File: src/core/kpw_pkg.sv
// Operation
// - up to eight event inputs, each with its own enable; disabled inputs never count.
// - each input senses edge only or edge plus level, falling/low or rising/high.
// - all enabled inputs share one pending flag and one maskable request line.
// - enabling inputs may set the flag falsely; software clears it before enabling request.
// - the block keeps running in wait mode and its request wakes the processor.
// - in partial stop, enabled active inputs wake the processor without the bus clock while the request enable is one.
// - in both power-off stop states the block is disabled and returns to reset.
// - in background debug halt the block behaves exactly as in run mode.
// - three 8-bit registers: status and control, input enables, polarity selects.
// - an edge is inactive level in one cycle then active level in the next.
// - after an edge, no new edge until every enabled input is inactive again.
// - writing one to the clear strobe clears the flag unless a new edge or, in level mode, an active level sets it again.
// - the request is asserted while the flag is set and the request enable is one.
package kpw_pkg;

    localparam int MAX_PINS = 8;
    localparam int REG_W    = 8;
    localparam int APB_AW   = 12;
    localparam int APB_DW   = 32;

    localparam logic [APB_AW-1:0] CTRL_OFFSET       = 12'h000;
    localparam logic [APB_AW-1:0] ENABLE_OFFSET     = 12'h004;
    localparam logic [APB_AW-1:0] POLARITY_OFFSET   = 12'h008;
    localparam logic [APB_AW-1:0] EVT_STATUS_OFFSET = 12'h00C;
    localparam logic [APB_AW-1:0] EVT_MASK_OFFSET   = 12'h010;

    // status and control layout
    localparam int MODE_BIT  = 0;
    localparam int IRQEN_BIT = 1;
    localparam int CLEAR_BIT = 2;
    localparam int FLAG_BIT  = 3;

    // sticky event status layout, shared by the mask register
    localparam int EVT_W         = 3;
    localparam int EVT_FLAG_BIT  = 0;
    localparam int EVT_WAKE_BIT  = 1;
    localparam int EVT_HELD_BIT  = 2;

    localparam logic [REG_W-1:0] ENABLE_RESET   = 8'h00;
    localparam logic [REG_W-1:0] POLARITY_RESET = 8'h00;
    localparam logic [EVT_W-1:0] EVT_RESET      = 3'h0;
    localparam logic [EVT_W-1:0] MASK_RESET     = 3'h0;

    typedef struct packed {
        logic irq_enable;
        logic level_mode;
    } kpw_cfg_type;

    localparam kpw_cfg_type CFG_RESET = '{irq_enable: 1'h0, level_mode: 1'h0};

    typedef struct packed {
        logic held;
        logic wake;
        logic flag_set;
    } kpw_evt_type;

endpackage

File: src/core/kpw_sync.sv
`timescale 1ns/1ps
module kpw_sync #(
    parameter int WIDTH = 8
) (
    input  wire logic             mclk,
    input  wire logic             rstn,
    input  wire logic             clr,
    input  wire logic [WIDTH-1:0] d,
    output logic      [WIDTH-1:0] q
);
    logic [WIDTH-1:0] meta_reg;
    logic [WIDTH-1:0] meta_next;
    logic [WIDTH-1:0] q_reg;
    logic [WIDTH-1:0] q_next;

    always_comb begin
        meta_next = clr ? '0 : d;
        q_next    = clr ? '0 : meta_reg;
    end

    always_ff @(posedge mclk or negedge rstn) begin
        if (!rstn) begin
            meta_reg <= '0;
            q_reg    <= '0;
        end else begin
            meta_reg <= meta_next;
            q_reg    <= q_next;
        end
    end

    assign q = q_reg;
endmodule // kpw_sync

File: src/core/kpw_pin_sense.sv
`timescale 1ns/1ps
module kpw_pin_sense (
    input  wire logic mclk,
    input  wire logic rstn,
    input  wire logic clr,
    input  wire logic pin_sync,
    input  wire logic enable,
    input  wire logic polarity,
    output logic      active,
    output logic      edge_seen
);
    logic level_raw;
    logic prev_reg;
    logic prev_next;

    // polarity 1 means rising edge / high level
    assign level_raw = polarity ? pin_sync : ~pin_sync;

    always_comb begin
        prev_next = clr ? 1'h0 : level_raw;
    end

    always_ff @(posedge mclk or negedge rstn) begin
        if (!rstn) begin
            prev_reg <= 1'h0;
        end else begin
            prev_reg <= prev_next;
        end
    end

    assign active    = enable & level_raw;
    // inactive last cycle, active now
    assign edge_seen = active & ~prev_reg;
endmodule // kpw_pin_sense

File: src/core/kpw_top.sv
`timescale 1ns/1ps
module kpw_top #(
    parameter int NUM_PINS = kpw_pkg::MAX_PINS
) (
    input  wire logic                       mclk,
    input  wire logic                       rstn,
    input  wire logic                       psel,
    input  wire logic                       penable,
    input  wire logic                       pwrite,
    input  wire logic [kpw_pkg::APB_AW-1:0] paddr,
    input  wire logic [kpw_pkg::APB_DW-1:0] pwdata,
    output logic      [kpw_pkg::APB_DW-1:0] prdata,
    output logic                            pready,
    output logic                            pslverr,
    input  wire logic [NUM_PINS-1:0]        event_input_pins,
    input  wire logic                       wait_mode,
    input  wire logic                       partial_stop_state,
    input  wire logic                       power_off_stop_a,
    input  wire logic                       power_off_stop_b,
    input  wire logic                       debug_halt,
    output logic                            event_irq_request,
    output logic                            wake_request,
    output logic                            irq
);

    if (NUM_PINS < 1 || NUM_PINS > kpw_pkg::MAX_PINS) begin : g_bad_pins
        $error("kpw_top: NUM_PINS must lie between 1 and 8");
    end

    // ---------------------------------------------------------------
    // power state
    // ---------------------------------------------------------------
    logic                       off_clr;
    // both power-off stops hold every register at its reset value, so leaving
    // them always finds the block freshly reset
    assign off_clr = power_off_stop_a | power_off_stop_b;

    // debug halt needs no gating: detection, flag and request carry on
    logic                       debug_unused;
    assign debug_unused = debug_halt;

    // ---------------------------------------------------------------
    // software state
    // ---------------------------------------------------------------
    kpw_pkg::kpw_cfg_type       cfg_reg;
    kpw_pkg::kpw_cfg_type       cfg_next;
    logic [NUM_PINS-1:0]        enable_reg;
    logic [NUM_PINS-1:0]        enable_next;
    logic [NUM_PINS-1:0]        polarity_reg;
    logic [NUM_PINS-1:0]        polarity_next;
    logic [kpw_pkg::EVT_W-1:0]  evt_status_reg;
    logic [kpw_pkg::EVT_W-1:0]  evt_status_next;
    logic [kpw_pkg::EVT_W-1:0]  evt_mask_reg;
    logic [kpw_pkg::EVT_W-1:0]  evt_mask_next;
    logic [kpw_pkg::APB_DW-1:0] prdata_reg;
    logic [kpw_pkg::APB_DW-1:0] prdata_next;

    // ---------------------------------------------------------------
    // detection state
    // ---------------------------------------------------------------
    logic                       flag_reg;
    logic                       flag_next;
    logic                       armed_reg;
    logic                       armed_next;
    logic                       wake_prev_reg;
    logic                       wake_prev_next;

    logic [NUM_PINS-1:0]        pins_sync;
    logic [NUM_PINS-1:0]        pin_active;
    logic [NUM_PINS-1:0]        pin_edge;
    logic                       any_active;
    logic                       any_edge;
    logic                       edge_hit;
    logic                       level_hit;
    logic                       set_hit;

    // ---------------------------------------------------------------
    // bus decode
    // ---------------------------------------------------------------
    logic                       setup_phase;
    logic                       access_phase;
    logic                       wr_access;
    logic                       rd_access;
    logic                       addr_ok;
    logic                       clear_write;
    logic                       status_read;
    logic [kpw_pkg::REG_W-1:0]  wbyte;

    assign setup_phase  = psel & ~penable;
    assign access_phase = psel & penable;
    assign wr_access    = access_phase & pwrite;
    assign rd_access    = access_phase & ~pwrite;
    assign wbyte        = pwdata[kpw_pkg::REG_W-1:0];

    always_comb begin
        unique case (paddr)
            kpw_pkg::CTRL_OFFSET,
            kpw_pkg::ENABLE_OFFSET,
            kpw_pkg::POLARITY_OFFSET,
            kpw_pkg::EVT_STATUS_OFFSET,
            kpw_pkg::EVT_MASK_OFFSET: begin
                addr_ok = 1'h1;
            end
            default: begin
                addr_ok = 1'h0;
            end
        endcase
    end

    // zero wait states; unmapped addresses answer with an error and no effect
    assign pready  = 1'h1;
    assign pslverr = access_phase & ~addr_ok;

    assign clear_write = wr_access & (paddr == kpw_pkg::CTRL_OFFSET)
                         & wbyte[kpw_pkg::CLEAR_BIT];
    assign status_read = rd_access & (paddr == kpw_pkg::EVT_STATUS_OFFSET);

    // ---------------------------------------------------------------
    // input path
    // ---------------------------------------------------------------
    kpw_sync #(
        .WIDTH (NUM_PINS)
    ) u_sync (
        .mclk  (mclk),
        .rstn  (rstn),
        .clr   (off_clr),
        .d     (event_input_pins),
        .q     (pins_sync)
    );

    for (genvar i = 0; i < NUM_PINS; i++) begin : g_pin
        kpw_pin_sense u_sense (
            .mclk      (mclk),
            .rstn      (rstn),
            .clr       (off_clr),
            .pin_sync  (pins_sync[i]),
            .enable    (enable_reg[i]),
            .polarity  (polarity_reg[i]),
            .active    (pin_active[i]),
            .edge_seen (pin_edge[i])
        );
    end

    assign any_active = |pin_active;
    assign any_edge   = |pin_edge;

    // an edge only counts once every enabled input has been seen inactive;
    // the lock starts closed at reset; inputs already asserted at enable give no edge since prev_reg follows them while disabled
    assign edge_hit  = armed_reg & any_edge;
    // level mode keeps setting the flag while any enabled input stays asserted
    assign level_hit = cfg_reg.level_mode & any_active;
    assign set_hit   = edge_hit | level_hit;

    always_comb begin
        armed_next = armed_reg;
        if (off_clr) begin
            armed_next = 1'h0;
        end else if (!any_active) begin
            armed_next = 1'h1;
        end else if (any_edge) begin
            armed_next = 1'h0;
        end
    end

    always_comb begin
        flag_next = flag_reg;
        if (off_clr) begin
            flag_next = 1'h0;
        end else if (set_hit) begin
            // a new event or a still-asserted level beats the clear strobe
            flag_next = 1'h1;
        end else if (clear_write) begin
            flag_next = 1'h0;
        end
    end

    // enabling pins can raise the flag at once; software clears it before
    // setting the request enable, nothing here hides that false flag
    assign event_irq_request = flag_reg & cfg_reg.irq_enable;

    // ---------------------------------------------------------------
    // wake-up
    // ---------------------------------------------------------------
    logic                       stop_hit;
    logic [NUM_PINS-1:0]        raw_level;

    // in partial stop the bus clock may stand still, so the wake path looks at
    // the raw pins through gates only; a pulse shorter than the restart time
    // wakes the part but may not reach the flag
    assign raw_level = ~(event_input_pins ^ polarity_reg) & enable_reg;
    assign stop_hit  = partial_stop_state & cfg_reg.irq_enable & (|raw_level);

    // wait mode keeps the clock, so the normal request wakes the processor
    assign wake_request = (wait_mode & event_irq_request) | stop_hit;

    always_comb begin
        wake_prev_next = off_clr ? 1'h0 : wake_request;
    end

    // ---------------------------------------------------------------
    // software registers
    // ---------------------------------------------------------------
    kpw_pkg::kpw_evt_type       evt_now;

    assign evt_now.flag_set = set_hit & ~flag_reg;
    assign evt_now.wake     = wake_request & ~wake_prev_reg;
    assign evt_now.held     = clear_write & set_hit;

    always_comb begin
        cfg_next      = cfg_reg;
        enable_next   = enable_reg;
        polarity_next = polarity_reg;
        evt_mask_next = evt_mask_reg;
        if (off_clr) begin
            cfg_next      = kpw_pkg::CFG_RESET;
            enable_next   = kpw_pkg::ENABLE_RESET[NUM_PINS-1:0];
            polarity_next = kpw_pkg::POLARITY_RESET[NUM_PINS-1:0];
            evt_mask_next = kpw_pkg::MASK_RESET;
        end else if (wr_access) begin
            unique case (paddr)
                kpw_pkg::CTRL_OFFSET: begin
                    cfg_next.level_mode = wbyte[kpw_pkg::MODE_BIT];
                    cfg_next.irq_enable = wbyte[kpw_pkg::IRQEN_BIT];
                end
                kpw_pkg::ENABLE_OFFSET: begin
                    enable_next = wbyte[NUM_PINS-1:0];
                end
                kpw_pkg::POLARITY_OFFSET: begin
                    polarity_next = wbyte[NUM_PINS-1:0];
                end
                kpw_pkg::EVT_MASK_OFFSET: begin
                    evt_mask_next = wbyte[kpw_pkg::EVT_W-1:0];
                end
                default: begin
                end
            endcase
        end
    end

    always_comb begin
        evt_status_next = evt_status_reg;
        if (off_clr) begin
            evt_status_next = kpw_pkg::EVT_RESET;
        end else begin
            if (status_read) begin
                // clear only what this read reported; a bit latched at its setup edge stays
                evt_status_next = evt_status_reg & ~prdata_reg[kpw_pkg::EVT_W-1:0];
            end
            // a new event in the read cycle survives the read-clear
            evt_status_next = evt_status_next | evt_now;
        end
    end

    assign irq = |(evt_status_reg & evt_mask_reg);

    // read data is captured in the setup phase and shown in the access phase
    always_comb begin
        prdata_next = '0;
        if (setup_phase && !pwrite) begin
            unique case (paddr)
                kpw_pkg::CTRL_OFFSET: begin
                    prdata_next[kpw_pkg::MODE_BIT]  = cfg_reg.level_mode;
                    prdata_next[kpw_pkg::IRQEN_BIT] = cfg_reg.irq_enable;
                    prdata_next[kpw_pkg::FLAG_BIT]  = flag_reg;
                end
                kpw_pkg::ENABLE_OFFSET: begin
                    prdata_next[NUM_PINS-1:0] = enable_reg;
                end
                kpw_pkg::POLARITY_OFFSET: begin
                    prdata_next[NUM_PINS-1:0] = polarity_reg;
                end
                kpw_pkg::EVT_STATUS_OFFSET: begin
                    prdata_next[kpw_pkg::EVT_W-1:0] = evt_status_reg;
                end
                kpw_pkg::EVT_MASK_OFFSET: begin
                    prdata_next[kpw_pkg::EVT_W-1:0] = evt_mask_reg;
                end
                default: begin
                end
            endcase
        end else if (access_phase) begin
            prdata_next = prdata_reg;
        end
    end

    assign prdata = prdata_reg;

    // ---------------------------------------------------------------
    // registers
    // ---------------------------------------------------------------
    always_ff @(posedge mclk or negedge rstn) begin
        if (!rstn) begin
            cfg_reg        <= kpw_pkg::CFG_RESET;
            enable_reg     <= kpw_pkg::ENABLE_RESET[NUM_PINS-1:0];
            polarity_reg   <= kpw_pkg::POLARITY_RESET[NUM_PINS-1:0];
            evt_status_reg <= kpw_pkg::EVT_RESET;
            evt_mask_reg   <= kpw_pkg::MASK_RESET;
            prdata_reg     <= '0;
            flag_reg       <= 1'h0;
            armed_reg      <= 1'h0;
            wake_prev_reg  <= 1'h0;
        end else begin
            cfg_reg        <= cfg_next;
            enable_reg     <= enable_next;
            polarity_reg   <= polarity_next;
            evt_status_reg <= evt_status_next;
            evt_mask_reg   <= evt_mask_next;
            prdata_reg     <= prdata_next;
            flag_reg       <= flag_next;
            armed_reg      <= armed_next;
            wake_prev_reg  <= wake_prev_next;
        end
    end

endmodule // kpw_top

File: config.mk
export PLATFORM = sky130hd
export DESIGN_NAME = kpw_top
export DESIGN_NICKNAME = d
export VERILOG_FILES = /design/src/core/kpw_pkg.sv /design/src/core/kpw_sync.sv /design/src/core/kpw_pin_sense.sv /design/src/core/kpw_top.sv
export SDC_FILE = /design/constraint.sdc
export NUM_CORES = 1
export LEC_CHECK = 0
export ABC_AREA = 0
export BUFFER_PORTS_ARGS = -buffer_cell sky130_fd_sc_hd__buf_2
export CORE_UTILIZATION = 36
export CTS_CLUSTER_DIAMETER = 60
export DETAILED_ROUTE_END_ITERATION = 10
export GPL_ROUTABILITY_DRIVEN = 0
export PLACE_DENSITY = 0.64
export SYNTH_ARGS = -nofsm -noshare
export SYNTH_HDL_FRONTEND = slang
export SYNTH_SLANG_ARGS = --single-unit
File: constraint.sdc
create_clock -name mclk -period 1.4 [get_ports mclk]
set_input_delay 0.07 -clock mclk [delete_from_list [all_inputs] [get_ports mclk]]
set_output_delay 0.07 -clock mclk [all_outputs]
set_load 0.01 [all_outputs]
---- Word-level counts from Yosys, hierarchy flattened ----
Index checks and enable logic that the tools add are counted.
word-level totals
  bits in registers ....................... 83
  input bits .............................. 62
  word-level logic and storage cells ...... 156
operators by class
  equality and inequality tests ........... 6
  muxes and demuxes ....................... 48
  bitwise gates (word level) .............. 64
  reductions and logical operators ........ 18
operators with widths
  operator                                                count
  2-to-1 mux 8 bit                                        9
  bitwise AND 1 bit                                       33
  2-to-1 mux 32 bit                                       1
  == test 12 x 4 -> 1 bit (second input constant)         2
  2-to-1 mux 1 bit                                        24
  2-to-1 mux 24 bit                                       1
  OR reduction 8 bit                                      3
  NOT 1 bit                                               21
  2-to-1 mux 3 bit                                        6
  == test 12 x 3 -> 1 bit (second input constant)         1
  == test 12 x 5 -> 1 bit (second input constant)         1
  logical NOT 12 bit                                      1
  case mux 2 bit (5 select lines)                         1
  nonzero test 2 bit                                      5
  bitwise AND 8 bit                                       1
  NOT 8 bit                                               1
  case mux 4 bit (2 select lines)                         1
  AND reduction 2 bit                                     4
  XOR 8 bit                                               1
  bitwise AND 3 bit                                       2
  2-to-1 mux 2 bit                                        3
  OR reduction 5 bit                                      1
  case mux 1 bit (4 select lines)                         1
  inequality test 3 x 1 -> 1 bit (second input constant)  1
  9 further kinds                                         11

---- Longest topological paths before layout ----
  depth after elaboration ................. 10
  mapped depth ............................ 6
  mapped depth without buffers ............ 5

---- Modules after synthesis ----
Synthesis repeated with hierarchy kept, for this count alone.
unflattened totals
  cells, all modules ...................... 296
  area total of the unflattened synthesis .. 3049.2 µm²
by module, submodules not included
  module         instances  cells each  area an instance (µm²)  sequential area each (µm²)
  kpw_top        1          215         2104.5                  875.8
  kpw_sync       1          33          544.3                   400.4
  kpw_pin_sense  8          6           50.0                    25.0

---- Worst setup path before layout ----
Ideal clock, no wire load.
  path type ............................... flip-flop to flip-flop
  start ................................... register polarity_reg[2]
  end ..................................... register wake_prev_reg
  setup time .............................. 0.119 ns
  data arrival time ....................... 1.284 ns
  required time ........................... 1.281 ns
  path slack .............................. -0.003 ns
  stages on the path, launching flop included .. 6
  buffers on the path ..................... 0
  cells stage by stage .................... dfrtp_1 xnor2_1 a22oi_1 nand4_1 a32o_1 and2_1
on the way
  longest elaborated chain between the ends .. 7
ends and longest elaborated chain
  item                    line            text
  start, declared         kpw_top.sv:49   logic [NUM_PINS-1:0] polarity_reg;
  start signal, assigned  kpw_top.sv:295  polarity_reg <= kpw_pkg::POLARITY_RESET[NUM_PINS-1:0];
  start signal, assigned  kpw_top.sv:305  polarity_reg <= polarity_next;
  XOR 8 bit               kpw_top.sv:190  assign raw_level = ~(event_input_pins ^ polarity_reg) & enable_reg;
  NOT 8 bit               kpw_top.sv:190
  bitwise AND 8 bit       kpw_top.sv:190
  OR reduction 8 bit      kpw_top.sv:191  assign stop_hit = partial_stop_state & cfg_reg.irq_enable & (|raw_level);
  bitwise AND 1 bit       kpw_top.sv:191
  bitwise OR 1 bit        kpw_top.sv:194  assign wake_request = (wait_mode & event_irq_request) | stop_hit;
  net wake_request        kpw_top.sv:22   output logic wake_request,
  2-to-1 mux 1 bit        kpw_top.sv:197  wake_prev_next = off_clr ? 1'h0 : wake_request;
  net wake_prev_next      kpw_top.sv:66   logic wake_prev_next;
  end signal, assigned    kpw_top.sv:311  wake_prev_reg <= wake_prev_next;
  end, declared           kpw_top.sv:65   logic wake_prev_reg;
The timed path passes the listed nets, and every way through them passes these cells.
A chain may end at the register's enable or synchronous reset.

---- Final worst setup path ----
  start ................................... register polarity_reg[0]
  end ..................................... output wake_request
on the way
  longest elaborated chain between the ends .. 6
ends and longest elaborated chain
  item                line
  XOR 8 bit           kpw_top.sv:190
  NOT 8 bit           kpw_top.sv:190
  bitwise AND 8 bit   kpw_top.sv:190
  OR reduction 8 bit  kpw_top.sv:191
  bitwise AND 1 bit   kpw_top.sv:191
  bitwise OR 1 bit    kpw_top.sv:194
  end, declared       kpw_top.sv:22
Every way passes these cells.

==> run summary <==
The run finished, with violations left. The checks that failed: negative setup slack. For the H-tree depth reported by CTS, the log shows 3. The path class of the tightest hold or removal check is in2reg. The detailed router finished its first iteration with 113 violations. On the final layout, the worst clock skew is 0.005418 ns.

In this run the worst path has a maximum fanout of 2. At the worst endpoint, the required time is 1.33 ns. From synthesis to final layout, the design area changed by 32.52%.

Clock transition time at the flip-flop clock pins of the worst setup and hold paths: 0.06 ns. The final route contains 2423 vias. The synthesized design contains 0 enable-type register cells. The floorplan has 33 rows. In the synthesized netlist the async set-or-reset flop fraction comes to 100.0%. After legalization and detailed placement, the total HPWL measured 5.193 mm. For the final max-slew violation count, the log shows 0. Core area: 8258 um2. Buffers inserted during clock tree synthesis total 9. In the routed design, unresolved DRC markers number 0. IR analysis of the VDD net gives a maximum drop of 0.4195 mV.

Setup violations remaining at the end of the flow were counted as 8. The signal on the critical path passes through xnor2_2 -> a22oi_2 -> nand4_1 -> a32o_2 -> buf_6. For the minimum setup slack in the final design, the log shows -0.3034 ns. For this run, the slowest stage of the critical path takes 0.42 ns.

The starting density of the core was 37.27%; the number of cells after detailed placement was 457. Port buffering added 48 buffers. Data arrival time of the critical path: 1.63 ns. The total global-route track usage is 18.31%, and the pin count of the biggest net entering global routing is 60. In this run the cell area measured after placement is 3561 um2. In this run the remaining antenna-violating nets after routing total 0. The worst setup path is captured at an output port. After detailed routing, the number of vias per cell comes to 4.935. The average instance area after synthesis is 10.76 um2. For the finished layout, the period the worst path requires is 1.703 ns.

After synthesis the cells add up to 3078 um2. The path type of the worst setup path is reg2out. Measured along the y axis, the die boundary spans 94.47 um. The total overflow left after global routing is 0. In the final layout, the share of cells above drive strength 1 is 34.20%. Timing analysis after detailed placement gives a worst setup slack of -0.1973 ns.

The flop and latch count out of synthesis was 59; the initial antenna violation count was 0. The die area came out at 8924 um2. For this design, the slowest cell found on the critical path is sky130_fd_sc_hd__dfrtp_1. Synthesis handed over a netlist of 286 instances.

The final layout contains routed wiring with a total length of 7.468 mm. The first global-routing pass estimated 11.99 mm of wire. The dominant synthesized flop cell is sky130_fd_sc_hd__dfrtp_1. The share of the clock period used by the worst path was 121.7%; the static leakage was 1.823 nW.

The critical path startpoint category is a register. The netlist uses 43 different library cells. 99 I/O pins were placed.

The logs give 0.34 ns for the clock latency reported for the late side of the worst-skew pair and 753 for the number of fill cells in the layout. Max-cap violations in this run came to 0. For this design, the sink count on the clock tree is 59.

Setup repair after global routing could not meet its margin everywhere. The floorplan step set the die width to 94.47 um. Clock tree synthesis selected as its root buffer the cell sky130_fd_sc_hd__clkbuf_8. Adding up every negative setup slack in the final design gives -0.9750 ns. Via count of the first global-routing pass: 2330.

The number of antenna repair diodes is 0. Static timing analysis puts the maximum clock frequency at 0.5871 GHz. The finished layout holds 491 standard cells, fillers aside. After layout, the design draws a total of 3.535 mW. The logs give 4 for the first-pass iteration count of the detailed router and 443 for the net total in the final layout. The tools report the total of warnings raised by yosys as 0. The final count of hold timing violations is 0, and the post-synthesis sequential area ratio is 47.97%.

Summing all non-filler instances in the final layout gives an area of 4079 um2. TritonCTS built the clock tree. Power spread over the standard cell area amounts to 866.6 nW/um2. In the final routed layout, each cell accounts on average for 15.21 um. The longest clock path from root to sink contains 2 buffers.
## layout make-up
| class | instances | area (um2) | share of cell area (%) |
|---|---|---|---|
| Tap cell | 105 | 131.4 | 3.221 |
| Clock inverter | 1 | 5.005 | 0.1227 |
| Inverter | 2 | 7.507 | 0.1840 |
| Clock buffer | 15 | 186.4 | 4.571 |
| Multi-Input combinational cell | 211 | 1572 | 38.53 |
| Sequential cell | 59 | 1478 | 36.23 |
| Timing Repair Buffer | 98 | 699.4 | 17.15 |
## where the power goes
group / internal (mW) / switching [mW]
logic: 0.137 / 0.186
clock network: 0.834 / 0.638
registers: 1.73 / 0.00881
## logic make-up after synthesis
logic type	after synthesis	synth area share (%)
simple gates	106	20.77
other cells	2	0.2440
xor+xnor	16	4.553
mux	25	8.984
compound gates	39	8.984
flops	59	47.97
buf+inv	39	8.496
## layout by cell type (no fill, tap or decap), types with 2 or more instances in the layout
| cell type | n |
|---|---|
| sky130_fd_sc_hd__buf_4 | 32 |
| sky130_fd_sc_hd__a22oi_1 | 7 |
| sky130_fd_sc_hd__nor3_2 | 3 |
| sky130_fd_sc_hd__mux4_2 | 2 |
| sky130_fd_sc_hd__and2_1 | 28 |
| sky130_fd_sc_hd__nand3b_1 | 11 |
| sky130_fd_sc_hd__nand4_1 | 4 |
| sky130_fd_sc_hd__nor2b_2 | 2 |
| sky130_fd_sc_hd__clkbuf_1 | 2 |
| sky130_fd_sc_hd__nand2_1 | 15 |
| sky130_fd_sc_hd__xnor2_1 | 7 |
| sky130_fd_sc_hd__nor3b_1 | 2 |
| sky130_fd_sc_hd__and4b_1 | 2 |
| sky130_fd_sc_hd__a22oi_2 | 8 |
| sky130_fd_sc_hd__o211ai_1 | 4 |
| sky130_fd_sc_hd__clkbuf_8 | 13 |
| sky130_fd_sc_hd__o21ai_0 | 7 |
| sky130_fd_sc_hd__buf_12 | 3 |
| sky130_fd_sc_hd__mux2i_1 | 22 |
| sky130_fd_sc_hd__inv_1 | 2 |
| sky130_fd_sc_hd__o21ai_1 | 2 |
| sky130_fd_sc_hd__nor2b_1 | 2 |
| sky130_fd_sc_hd__xnor2_4 | 2 |
| sky130_fd_sc_hd__a31oi_1 | 2 |
| sky130_fd_sc_hd__xnor2_2 | 7 |
| sky130_fd_sc_hd__dlygate4sd3_1 | 13 |
| sky130_fd_sc_hd__nor2_1 | 25 |
| sky130_fd_sc_hd__dfrtp_1 | 58 |
| sky130_fd_sc_hd__buf_6 | 3 |
| sky130_fd_sc_hd__conb_1 | 25 |
| sky130_fd_sc_hd__buf_2 | 47 |
| sky130_fd_sc_hd__nand4b_1 | 2 |
## cells in the mapped netlist, drive strengths merged (2+ instances only)
cell type	number	area share, %
and2	28	5.7
conb	2	0.24
inv	2	0.24
xnor2	16	4.6
nand4b	2	0.57
mux2i	22	7.2
clkbuf	7	0.85
nor3	4	0.98
nand3b	11	2.7
nor3b	2	0.49
a31oi	2	0.41
nor2	26	3.2
nor2b	4	0.98
o211ai	4	0.98
buf	30	7.4
o21ai	9	1.5
nand2	15	1.8
dfrtp	59	48
nand4	5	1.2
a22oi	15	3.7
and4b	2	0.65
o2111ai	2	0.57
mux4	2	1.5
## path summary, 6_finish.rpt
kind | from | end | slack (ns) | depth (start not counted)
setup / recovery | polarity_reg[0] | wake_request | -0.30 | 5
hold / removal | pwdata[3] | enable_reg[3] | 0.01 | 3
setup reg to reg | polarity_reg[2] | evt_status_reg[0] | -0.18 | 6
hold reg to reg | u_sync.meta_reg[7] | u_sync.q[7] | 0.44 | 1
max in group asynchronous | rstn | polarity_reg[6] | 0.87 | 3
min in group asynchronous | rstn | u_sync.meta_reg[6] | 0.27 | 3
## stage by stage
stage	utilization [%]	hold slack, ns
global placement	43.12	0.1001
detailed placement	43.12	0.09614
floorplan	-	-0.2256
finish	49.39	0.01359
global route	49.39	0.04267
CTS	48.76	0.01667
## worst max-delay path, delay by kind of cell (launching register included)
family                 cells  cell delay, ns
buffers and inverters      1            0.12
AO/OA/AOI/OAI              2            0.47
flip-flops                 1            0.42
XOR/XNOR                   1            0.15
AND/OR/NAND/NOR            1            0.13
## layer usage
metal	part of all wire [%]	routed length, um	up-vias	global-route usage, %
li1	-	-	1141	-
met1	46	3403	1168	24.57
met2	46	3436	100	28.50
met3	5.9	442	14	2.818
met4	2.5	185	0	9.848
met5	0	0	-	0
## timing repair
| action | CTS | global route |
|---|---|---|
| pin swaps | 19 | 15 |
| hold endpoints to repair | 73 | 0 |
| setup endpoints to repair | 7 | 9 |
| hold buffers | 13 | 0 |
| buffers inserted | 6 | 3 |
| gates resized for setup | 17 | 11 |
(Power assumes the default switching activity.)
